[config.mk]
export PLATFORM = sky130hd
export DESIGN_NAME = lrc_regs
export DESIGN_NICKNAME = d
export VERILOG_FILES = /design/src/logic/lrc_pkg.sv /design/src/logic/lrc_resource_mem.sv /design/src/logic/lrc_retry_unit.sv /design/src/logic/lrc_regs.sv
export SDC_FILE = /design/constraint.sdc
export NUM_CORES = 1
export LEC_CHECK = 0
export ABC_CLOCK_PERIOD_IN_PS = 5000
export BUFFER_PORTS_ARGS = -buffer_cell sky130_fd_sc_hd__buf_2
export CELL_PAD_IN_SITES_DETAIL_PLACEMENT = 0
export CELL_PAD_IN_SITES_GLOBAL_PLACEMENT = 2
export CORE_MARGIN = 8
export CORE_UTILIZATION = 44
export DETAILED_ROUTE_END_ITERATION = 10
export MAX_ROUTING_LAYER = met4
export PLACE_DENSITY_LB_ADDON = 0.1
export SLEW_MARGIN = 20
export SYNTH_ARGS = -nofsm -noshare
export SYNTH_HDL_FRONTEND = slang
export SYNTH_SLANG_ARGS = --single-unit
[constraint.sdc]
create_clock -name i_mclk -period 5 [get_ports i_mclk]
set_input_delay 1 -clock i_mclk [delete_from_list [all_inputs] [get_ports i_mclk]]
set_output_delay 1 -clock i_mclk [all_outputs]
set_load 0.005 [all_outputs]
[src/logic/lrc_pkg.sv]
// constants for the retry-limit, compare-swap and rom header register bank
// assumes a 32-bit register port with one-cycle strobes and one system clock
package lrc_pkg;
	localparam int DATA_W = 32;
	localparam int ADDR_W = 8;
	localparam int LIMIT_W = 4;
	localparam int UNIT_N = 3;
	localparam int SEL_W = 2;

	// register byte offsets
	localparam logic [7:0] OFS_RETRY = 8'h08;
	localparam logic [7:0] OFS_CS_DATA = 8'h0C;
	localparam logic [7:0] OFS_CS_COMPARE = 8'h10;
	localparam logic [7:0] OFS_CS_CONTROL = 8'h14;
	localparam logic [7:0] OFS_ROM_HEADER = 8'h18;
	localparam logic [7:0] OFS_BUS_ID = 8'h1C;
	localparam logic [7:0] OFS_IRQ_STATUS = 8'h40;
	localparam logic [7:0] OFS_IRQ_MASK = 8'h44;
	localparam logic [7:0] OFS_LINK_CTRL = 8'h48;

	// retry register fields, units indexed request/response/physical
	localparam int RETRY_REQ_LSB = 0;
	localparam int RETRY_RSP_LSB = 4;
	localparam int RETRY_PHY_LSB = 8;
	localparam int RETRY_LIVE_W = 12;
	localparam logic [11:0] RETRY_RESET = 12'h000;

	// compare-swap control fields
	localparam int CS_DONE_BIT = 31;
	localparam logic [1:0] SEL_BUS_MANAGER = 2'h0;
	localparam logic [1:0] SEL_BANDWIDTH = 2'h1;
	localparam logic [1:0] SEL_CHAN_HI = 2'h2;
	localparam logic [1:0] SEL_CHAN_LO = 2'h3;

	// bus-management resource contents after reset
	localparam logic [31:0] RES_BUS_MANAGER_RESET = 32'h0000003F;
	localparam logic [31:0] RES_BANDWIDTH_RESET = 32'h00001333;
	localparam logic [31:0] RES_CHAN_HI_RESET = 32'hFFFFFFFF;
	localparam logic [31:0] RES_CHAN_LO_RESET = 32'hFFFFFFFF;

	localparam logic [31:0] ROM_HEADER_RESET = 32'h00000000;
	localparam logic [31:0] BUS_ID_VALUE = 32'h31333934;
	localparam int LINK_ON_BIT = 17;

	// remote node view of the rom
	localparam logic [47:0] REMOTE_ROM_HEADER = 48'hFFFFF0000400;
	localparam logic [47:0] REMOTE_BUS_ID = 48'hFFFFF0000404;

	// interrupt status bits
	localparam int IRQ_CS_DONE = 0;
	localparam int IRQ_RETRY_FAIL = 1;
	localparam int IRQ_W = 2;
endpackage

[src/logic/lrc_resource_mem.sv]
// four bus-management resource words with registered read data
// assumes one write or read per cycle from the compare-swap engine
module lrc_resource_mem #(
	parameter int WIDTH = 32
) (
	input  wire logic             i_mclk,
	input  wire logic             i_rst_n,
	input  wire logic [1:0]       i_addr,
	input  wire logic             i_wr,
	input  wire logic [WIDTH-1:0] i_wdata,
	output logic      [WIDTH-1:0] o_rdata
);
	logic [WIDTH-1:0] mem [4];

	if (WIDTH != 32) begin : g_check
		$error("resource words are one quadlet wide");
	end

	always_ff @(posedge i_mclk or negedge i_rst_n) begin
		if (!i_rst_n) begin
			mem[0] <= lrc_pkg::RES_BUS_MANAGER_RESET;
			mem[1] <= lrc_pkg::RES_BANDWIDTH_RESET;
			mem[2] <= lrc_pkg::RES_CHAN_HI_RESET;
			mem[3] <= lrc_pkg::RES_CHAN_LO_RESET;
			o_rdata <= '0;
		end else begin
			if (i_wr) begin
				mem[i_addr] <= i_wdata;
			end
			o_rdata <= mem[i_addr];
		end
	end
endmodule

[src/logic/lrc_retry_unit.sv]
// attempt counter for one transmit unit: resend on busy or data-error ack
// assumes one packet in flight per unit and one ack per attempt
module lrc_retry_unit #(
	parameter int LIMIT_W = 4
) (
	input  wire logic               i_mclk,
	input  wire logic               i_rst_n,
	input  wire logic [LIMIT_W-1:0] i_limit,
	input  wire logic               i_start,
	input  wire logic               i_ack_retry,
	input  wire logic               i_ack_done,
	output logic                    o_resend,
	output logic                    o_fail,
	output logic      [LIMIT_W-1:0] o_count
);
	logic can_retry;

	if (LIMIT_W < 1 || LIMIT_W > 8) begin : g_check
		$error("retry limit width out of range");
	end

	// limit is sampled per ack, so a new limit applies to the next ack
	assign can_retry = o_count < i_limit;

	always_ff @(posedge i_mclk or negedge i_rst_n) begin
		if (!i_rst_n) begin
			o_count <= '0;
			o_resend <= 1'b0;
			o_fail <= 1'b0;
		end else begin
			o_resend <= i_ack_retry && can_retry;
			o_fail <= i_ack_retry && !can_retry;
			if (i_start || i_ack_done || (i_ack_retry && !can_retry)) begin
				o_count <= '0;
			end else if (i_ack_retry) begin
				o_count <= o_count + 1'b1;
			end
		end
	end
endmodule

[src/logic/lrc_regs.sv]
// register bank: retry limits, compare-swap engine, rom header, bus id
// assumes software on a one-cycle strobe port and remote rom reads on a
// separate quadlet port; both answer in the cycle after the strobe
//
// Contract
// RULE1: request unit resends up to the request-retry limit on busy or error.
// RULE2: response unit resends up to the response-retry limit on busy/error.
// RULE3: physical unit resends up to the physical-retry limit on busy/error.
// RULE4: second-limit and cycle-limit fields read as zero.
// RULE5: retry register bits 15 to 12 read as zero.
// RULE6: data register holds the value swapped in when compare succeeds.
// RULE7: compare register holds the value checked against the resource.
// RULE8: done flag bit 31 sets when a compare-swap ends; one after reset.
// RULE9: every control register write clears the done flag; a write in the cycle a swap finishes leaves it set.
// RULE10: select codes 0..3 pick manager id, bandwidth, channels hi, lo.
// RULE11: control register bits 30 to 2 read as zero.
// RULE12: rom header appears to remote nodes at the rom's first quadlet.
// RULE13: software keeps header fields valid while link on is set.
// RULE14: info-length and crc-length reset to zero.
// RULE15: bus id is read-only constant, first bus-info-block quadlet.
// RULE16: control write starts compare-swap; old value returns in data.
module lrc_regs (
	input  wire logic        i_mclk,
	input  wire logic        i_rst_n,
	input  wire logic [7:0]  i_addr,
	input  wire logic [31:0] i_wdata,
	input  wire logic        i_wr,
	input  wire logic        i_rd,
	output logic      [31:0] o_rdata,
	input  wire logic [2:0]  i_tx_start,
	input  wire logic [2:0]  i_tx_ack_retry,
	input  wire logic [2:0]  i_tx_ack_done,
	output logic      [2:0]  o_tx_resend,
	output logic      [2:0]  o_tx_fail,
	input  wire logic        i_remote_rd,
	input  wire logic [47:0] i_remote_addr,
	output logic      [31:0] o_remote_rdata,
	output logic             o_remote_ack,
	output logic             o_remote_err,
	output logic             o_link_on,
	output logic             o_cs_busy,
	output logic             o_irq
);
	typedef enum logic [1:0] {
		CS_IDLE,
		CS_READ,
		CS_SWAP
	} lrc_cs_state_type;

	lrc_cs_state_type cs_state;
	lrc_cs_state_type next_cs_state;

	logic [11:0] retry_limits;
	logic [31:0] cs_data;
	logic [31:0] cs_compare;
	logic        cs_done;
	logic [1:0]  cs_select;
	logic [31:0] rom_header;
	logic [1:0]  irq_status;
	logic [1:0]  irq_mask;
	logic [31:0] res_rdata;
	logic [3:0]  unit_count [3];

	wire wr_retry = i_wr && i_addr == lrc_pkg::OFS_RETRY;
	wire wr_data = i_wr && i_addr == lrc_pkg::OFS_CS_DATA;
	wire wr_compare = i_wr && i_addr == lrc_pkg::OFS_CS_COMPARE;
	wire wr_control = i_wr && i_addr == lrc_pkg::OFS_CS_CONTROL;
	wire wr_header = i_wr && i_addr == lrc_pkg::OFS_ROM_HEADER;
	wire wr_status = i_wr && i_addr == lrc_pkg::OFS_IRQ_STATUS;
	wire wr_mask = i_wr && i_addr == lrc_pkg::OFS_IRQ_MASK;
	wire wr_link = i_wr && i_addr == lrc_pkg::OFS_LINK_CTRL;

	wire cs_start = wr_control && cs_state == CS_IDLE;
	wire cs_match = res_rdata == cs_compare;
	wire cs_finish = cs_state == CS_SWAP;
	wire res_wr = cs_finish && cs_match;
	wire any_fail = |o_tx_fail;

	// reserved and dual-phase fields are simply never stored
	wire [31:0] retry_view = {20'h00000, retry_limits}; // RULE4 RULE5
	wire [31:0] control_view = {cs_done, 29'h00000000, cs_select}; // RULE11
	wire [1:0] irq_events = {any_fail, cs_finish};

	// one decode for the software read mux
	function automatic logic [31:0] read_mux(input logic [7:0] a,
		input logic [31:0] retry_v, input logic [31:0] ctrl_v,
		input logic [31:0] data_v, input logic [31:0] cmp_v,
		input logic [31:0] hdr_v, input logic [1:0] st,
		input logic [1:0] mk, input logic lk);
		logic [31:0] r;
		r = '0;
		unique case (a)
			lrc_pkg::OFS_RETRY: r = retry_v;
			lrc_pkg::OFS_CS_DATA: r = data_v;
			lrc_pkg::OFS_CS_COMPARE: r = cmp_v;
			lrc_pkg::OFS_CS_CONTROL: r = ctrl_v;
			lrc_pkg::OFS_ROM_HEADER: r = hdr_v;
			lrc_pkg::OFS_BUS_ID: r = lrc_pkg::BUS_ID_VALUE; // RULE15
			lrc_pkg::OFS_IRQ_STATUS: r = {30'h00000000, st};
			lrc_pkg::OFS_IRQ_MASK: r = {30'h00000000, mk};
			lrc_pkg::OFS_LINK_CTRL: r = {14'h0000, lk, 17'h00000};
			default: r = '0;
		endcase
		return r;
	endfunction

	wire [31:0] rd_value = read_mux(i_addr, retry_view, control_view,
		cs_data, cs_compare, rom_header, irq_status, irq_mask, o_link_on);

	// remote quadlet reads see the header and the constant id
	wire remote_hdr = i_remote_addr == lrc_pkg::REMOTE_ROM_HEADER;
	wire remote_id = i_remote_addr == lrc_pkg::REMOTE_BUS_ID;
	wire [31:0] remote_value = remote_hdr ? rom_header : // RULE12
		(remote_id ? lrc_pkg::BUS_ID_VALUE : 32'h00000000); // RULE15

	for (genvar u = 0; u < lrc_pkg::UNIT_N; u++) begin : g_unit
		lrc_retry_unit #(
			.LIMIT_W (lrc_pkg::LIMIT_W)
		) u_retry (
			.i_mclk      (i_mclk),
			.i_rst_n     (i_rst_n),
			.i_limit     (retry_limits[u*4 +: 4]), // RULE1 RULE2 RULE3
			.i_start     (i_tx_start[u]),
			.i_ack_retry (i_tx_ack_retry[u]),
			.i_ack_done  (i_tx_ack_done[u]),
			.o_resend    (o_tx_resend[u]),
			.o_fail      (o_tx_fail[u]),
			.o_count     (unit_count[u])
		);
	end

	lrc_resource_mem #(
		.WIDTH (lrc_pkg::DATA_W)
	) u_res (
		.i_mclk  (i_mclk),
		.i_rst_n (i_rst_n),
		.i_addr  (cs_select), // RULE10
		.i_wr    (res_wr),
		.i_wdata (cs_data), // RULE6
		.o_rdata (res_rdata)
	);

	always_comb begin
		next_cs_state = cs_state;
		unique case (cs_state)
			CS_IDLE: if (cs_start) next_cs_state = CS_READ; // RULE16
			CS_READ: next_cs_state = CS_SWAP;
			CS_SWAP: next_cs_state = CS_IDLE;
			default: next_cs_state = CS_IDLE;
		endcase
	end

	always_ff @(posedge i_mclk or negedge i_rst_n) begin
		if (!i_rst_n) begin
			cs_state <= CS_IDLE;
		end else begin
			cs_state <= next_cs_state;
		end
	end

	always_ff @(posedge i_mclk or negedge i_rst_n) begin
		if (!i_rst_n) begin
			retry_limits <= lrc_pkg::RETRY_RESET;
			rom_header <= lrc_pkg::ROM_HEADER_RESET; // RULE14
			o_link_on <= 1'b0;
			irq_mask <= '0;
		end else begin
			if (wr_retry) retry_limits <= i_wdata[11:0];
			if (wr_header) rom_header <= i_wdata;
			if (wr_link) o_link_on <= i_wdata[lrc_pkg::LINK_ON_BIT];
			if (wr_mask) irq_mask <= i_wdata[1:0];
		end
	end

	// old resource value replaces the data word when the swap ends
	always_ff @(posedge i_mclk or negedge i_rst_n) begin
		if (!i_rst_n) begin
			cs_data <= '0;
			cs_compare <= '0;
		end else begin
			if (cs_finish) begin
				cs_data <= res_rdata; // RULE16
			end else if (wr_data) begin
				cs_data <= i_wdata;
			end
			if (wr_compare) cs_compare <= i_wdata; // RULE7
		end
	end

	// the finishing set wins over a clearing write in the same cycle
	always_ff @(posedge i_mclk or negedge i_rst_n) begin
		if (!i_rst_n) begin
			cs_done <= 1'b1; // RULE8
			cs_select <= lrc_pkg::SEL_BUS_MANAGER;
		end else begin
			if (cs_finish) begin
				cs_done <= 1'b1; // RULE8
			end else if (wr_control) begin
				cs_done <= 1'b0; // RULE9
			end
			if (cs_start) cs_select <= i_wdata[1:0];
		end
	end

	always_ff @(posedge i_mclk or negedge i_rst_n) begin
		if (!i_rst_n) begin
			irq_status <= '0;
		end else begin
			irq_status <= (irq_status & ~(wr_status ? i_wdata[1:0] : 2'h0))
				| irq_events;
		end
	end

	always_ff @(posedge i_mclk or negedge i_rst_n) begin
		if (!i_rst_n) begin
			o_rdata <= '0;
			o_remote_rdata <= '0;
			o_remote_ack <= 1'b0;
			o_remote_err <= 1'b0;
		end else begin
			o_rdata <= i_rd ? rd_value : 32'h00000000;
			o_remote_rdata <= i_remote_rd ? remote_value : 32'h00000000;
			o_remote_ack <= i_remote_rd;
			o_remote_err <= i_remote_rd && !remote_hdr && !remote_id;
		end
	end

	assign o_cs_busy = cs_state != CS_IDLE;
	assign o_irq = |(irq_status & irq_mask);
endmodule

==> summary.md <==
| Metric | Value |
|---|---|
| Area delta synth->final | `17.61%` |
| GRT Resource Usage Total | `20.31%` |
| Count of yosys warnings during synthesis | `0` |
| Cells taking the most area after synthesis | `sky130_fd_sc_hd__dfrtp_1, sky130_fd_sc_hd__dfstp_2, sky130_fd_sc_hd__mux2_1` |
| Least-Margin Pin Slew | `0.9291 ns` |
| WS Path Type | `primary input to register` |
| Number of standard cells after synthesis | `1123` |
| Routability cong. | `just over 0.8` |
| Max capacitance violation total | `0` |
| CP cell instances | `buf_2 > nor4_1 > nand2b_1 > nor2_2 > buf_4 > nand2_1 > buf_4 > mux2_1` |
| Area of the multi-input gates | `~6000 um2` |
| Number of synthesized flops with an enable pin | `0` |
| Family with the most delay on the worst path | `simple AND/OR/NAND/NOR gates` |
| Number of levels in the clock H-tree | `2` |
| Remaining global-route overflow | `0` |
| Final core utilization | `52.64%` |
| Initial Util | `44.76%` |
| Routed len/inst | `22.84 um` |
| Fraction of registers with async set/reset | `100.0%` |
| Reg-to-Reg End | `u_res.mem[23]$_DFFE_PN1P_` |
| Req. time, crit path | `5.39 ns` |
| Number of detailed-route iterations in the first pass | `7` |
| Run status | `complete, no violations` |
| Critical Path AT | `roughly 3.7 ns` |
| Post-route antenna net violation count | `0` |
| Row cnt | `68` |
| Cell area after technology mapping | `15500 um2` |
| Post-route cell area | `18230 um2` |
| RSZ-0062 raised after global routing | `no` |
| Via count of the first global-routing pass | `9997` |
| Busiest layer in global routing | `met1` |
| Number of cells traversed by the worst register-to-register path | `7` |
| Height of the die | `203.7 um` |
| Clock root buffer master | `sky130_fd_sc_hd__clkbuf_16` |
| DRT iter0 DRCs | `595` |
| CP max stage cell | `sky130_fd_sc_hd__nor4_1` |
| TritonCTS clock tree | `built` |
| Launch instance of the worst register-to-register path | `cs_compare[1]$_DFFE_PN0P_` |
| Core outline area | `34630 um2` |
| Upper clock frequency limit | `around 300 MHz` |
| Nets | `1409` |
| Maximum number of pins on one net before global-route repair | `117` |
| Critical path fanouts, max | `32` |
| Sequential cell area | `9158 um2` |
| Worst Setup End Kind | `register` |
| Via density per instance | `5.417` |
| Post-detailed-placement half-perimeter wirelength | `28.89 mm` |
| Worst setup timing slack at the placement stage | `approximately 1.2 ns` |
| Clock buffers created by TritonCTS | `41` |
| Most area-hungry cell type in the Yosys netlist | `sky130_fd_sc_hd__dfrtp_1` |
| Met3 routing resource usage after global routing | `between 3 and 4%` |
| Flops & latches, synth | `362` |
| Wire length of the first global-routing pass | `63.74 mm` |
| Crit path largest cell delay | `0.64 ns` |
| Synth cell types | `between 50 and 60` |
| Hold path cells | `2` |
| Met2 track demand over resource in global routing | `28.29%` |
| Final setup violation count | `0` |
| Max Clock Skew | `0.02503 ns` |
| PortBufs | `approximately 180` |
| Horiz. Die Dim | `just over 200 um` |
| Worst voltage drop across the vdd grid | `0.2368 mV` |
| Hold bufs inserted after CTS | `0` |
| Residual DRC | `0` |
| Mean Syn Cell Area | `about 14 um2` |
| Startpoint of the tightest hold check path | `cs_done$_DFFE_PN1P_` |
| Area after detailed placement | `16900 um2` |
| Number of buffers on the longest clock path | `3` |
| Met1 track utilization from global routing | `a little under a third` |
| Most frequently used flop master after synthesis | `sky130_fd_sc_hd__dfrtp_1` |
| CTS clock-pin slew for the worst setup and hold paths | `0.06 ns` |
| Areal power density over the cells | `approximately 350 nW/um2` |
| Number of buffers and inverters on the critical path | `3` |
| Fin crit share | `~66%` |
| Number of inserted filler cells in the final layout | `around 3.0k` |
| Launching element type of the critical path | `primary input` |
| Number of buffers inserted by post-CTS setup repair | `0` |
| Initial antenna violation count | `1` |
| Worst min-delay path category | `register to register` |
| Clk sink count | `362` |
| Cell type with the highest occurrence count on the critical path | `sky130_fd_sc_hd__buf_4` |
| Flop2flop setup slack | `between 1.5 and 2 ns` |
| Fraction of final layout cells sized beyond drive strength 1 | `a little under a third` |
| Pins Over Slew Limit | `0` |
| Setup ws final | `1.699 ns` |
| Tightest slew margin relative to the limit | `about two fifths` |
| Number of cells upsized or downsized after cts | `0` |
| Final wirelength | `40.69 mm` |
| Die Outline Area | `41490 um2` |
| DR vias | `9653` |
| Sequential cell area fraction in the yosys report | `59.08%` |
| Top-level port count | `177` |
| Final critical-path required period | `3.301 ns` |
| Setup Total Neg Slack | `0 ns` |
| Area fraction of the dominant cell type after synthesis | `45.85%` |
| Number of endpoints with negative hold slack in the final report | `0` |
| Static power due to leakage | `about 0.0089 uW` |
| Clk Latency, worst-skew pair | `roughly 0.53 ns` |
| End of the worst hold path | `cs_done$_DFFE_PN1P_` |
| Total nets after synthesis | `1237` |
## cell type report
class,count,share of cell area (%)
sequential,362,50.24
multi-input combinational,680,33.05
tap,455,3.123
clock buffer,65,6.672
clock inverter,9,0.5972
timing repair buffer,194,5.972
antenna,1,0.01373
inverter,16,0.3295
## power breakdown
group          leakage [uW]  internal (uW)  switching (uW)
clock network      0.000653           1770            1170
registers           0.00472           3000            97.7
logic               0.00354            117             180
total               0.00891           4890            1440
## state kept, by name (all words and copies together) (netlist names)
register,cells
cs_compare,32
cs_data,32
cs_done,1
cs_select,2
cs_state,2
g_unit.u_retry.o_count,12
g_unit.u_retry.o_fail,3
g_unit.u_retry.o_resend,3
irq_mask,2
irq_status,2
o_link_on,1
o_rdata,32
o_remote_ack,1
o_remote_err,1
o_remote_rdata,32
retry_limits,12
rom_header,32
u_res.mem,128
u_res.o_rdata,32
## metal layers
metal / wire length, um / share of wire [%]
met5: 0 / 0
met4: 549 / 1.3
met3: 2485 / 6.1
met2: 17190 / 42
met1: 20470 / 50
## worst max path at each step
stage | slack (ns) | start | depth (start not counted) | end
2_1_floorplan | 2.15 | i_remote_addr[25] | 8 | o_remote_rdata[14]$_DFF_PN0_
3_3_place_gp | 1.29 | i_addr[1] | 8 | cs_compare[23]$_DFFE_PN0P_
3_5_place_dp | 1.22 | i_addr[1] | 8 | cs_compare[22]$_DFFE_PN0P_
4_1_cts | 1.73 | cs_compare[7]$_DFFE_PN0P_ | 7 | u_res.mem[23]$_DFFE_PN1P_
5_1_grt | 1.53 | i_addr[1] | 8 | cs_compare[14]$_DFFE_PN0P_
6_report | 1.70 | i_addr[1] | 8 | cs_compare[22]$_DFFE_PN0P_
## synthesized netlist by cell type, types with 14 or more instances
master                     count
sky130_fd_sc_hd__mux2_1      179
sky130_fd_sc_hd__a22oi_1      32
sky130_fd_sc_hd__nor2b_1      15
sky130_fd_sc_hd__xnor2_1      22
sky130_fd_sc_hd__dfrtp_1     284
sky130_fd_sc_hd__clkbuf_1     36
sky130_fd_sc_hd__and2_1       21
sky130_fd_sc_hd__mux2_4       30
sky130_fd_sc_hd__nand4_1      14
sky130_fd_sc_hd__dfstp_2      78
sky130_fd_sc_hd__a21oi_1      29
sky130_fd_sc_hd__mux4_2       32
sky130_fd_sc_hd__nor2_1       35
sky130_fd_sc_hd__a31oi_1      18
sky130_fd_sc_hd__inv_1        16
sky130_fd_sc_hd__nor3_1       19
sky130_fd_sc_hd__nand2_1      74
sky130_fd_sc_hd__mux2i_1      33
sky130_fd_sc_hd__o21ai_1      35
## logic make-up (layout without fill, tap and decap cells)
logic type / after synthesis / count (layout) / synth area share [%]
compound gates: 141 / 141 / 5.837
xor+xnor: 29 / 29 / 1.639
fa+ha+maj: 12 / 12 / 0.9687
buf+inv: 81 / 284 / 2.349
flops: 362 / 362 / 59.08
mux: 274 / 274 / 22.69
other cells: 0 / 1 / 0
simple gates: 224 / 224 / 7.435
## through the flow
stage / hold WS (ns) / total power (uW) / instances
after global routing: 0.4699 / 6581 / 1781
after global placement: 0.4486 / 3448 / 1707
final: 0.4561 / 6335 / 1782
after CTS: 0.4577 / 6424 / 1781
after floorplan: 0.4319 / 3235 / 1123
after detailed placement: 0.4477 / 3451 / 1707
## placed cells by master, fill, tap and decap left out, types with 3 or more instances in the layout
master	n
sky130_fd_sc_hd__a21o_1	10
sky130_fd_sc_hd__a21oi_1	28
sky130_fd_sc_hd__a222oi_1	7
sky130_fd_sc_hd__a22oi_1	32
sky130_fd_sc_hd__a31oi_1	18
sky130_fd_sc_hd__and2_1	21
sky130_fd_sc_hd__buf_12	5
sky130_fd_sc_hd__buf_2	175
sky130_fd_sc_hd__buf_4	13
sky130_fd_sc_hd__clkbuf_1	14
sky130_fd_sc_hd__clkbuf_16	41
sky130_fd_sc_hd__clkbuf_8	10
sky130_fd_sc_hd__clkinv_2	4
sky130_fd_sc_hd__dfrtp_1	283
sky130_fd_sc_hd__dfstp_2	78
sky130_fd_sc_hd__ha_1	12
sky130_fd_sc_hd__inv_1	16
sky130_fd_sc_hd__mux2_1	179
sky130_fd_sc_hd__mux2_4	30
sky130_fd_sc_hd__mux2i_1	33
sky130_fd_sc_hd__mux4_2	32
sky130_fd_sc_hd__nand2_1	74
sky130_fd_sc_hd__nand2b_1	8
sky130_fd_sc_hd__nand3_1	6
sky130_fd_sc_hd__nand4_1	14
sky130_fd_sc_hd__nor2_1	34
sky130_fd_sc_hd__nor2b_1	15
sky130_fd_sc_hd__nor3_1	17
sky130_fd_sc_hd__nor3_2	3
sky130_fd_sc_hd__nor3_4	3
sky130_fd_sc_hd__nor4_1	8
sky130_fd_sc_hd__nor4b_1	6
sky130_fd_sc_hd__o21ai_1	35
sky130_fd_sc_hd__xnor2_1	22
sky130_fd_sc_hd__xor2_1	7
## worst min-delay path, cell delays in order (launching register included)
cell,delay [ns]
sky130_fd_sc_hd__dfstp_2,0.37
sky130_fd_sc_hd__nand2_1,0.05
sky130_fd_sc_hd__nand2_1,0.04
Power figures use the tool's default switching activity.
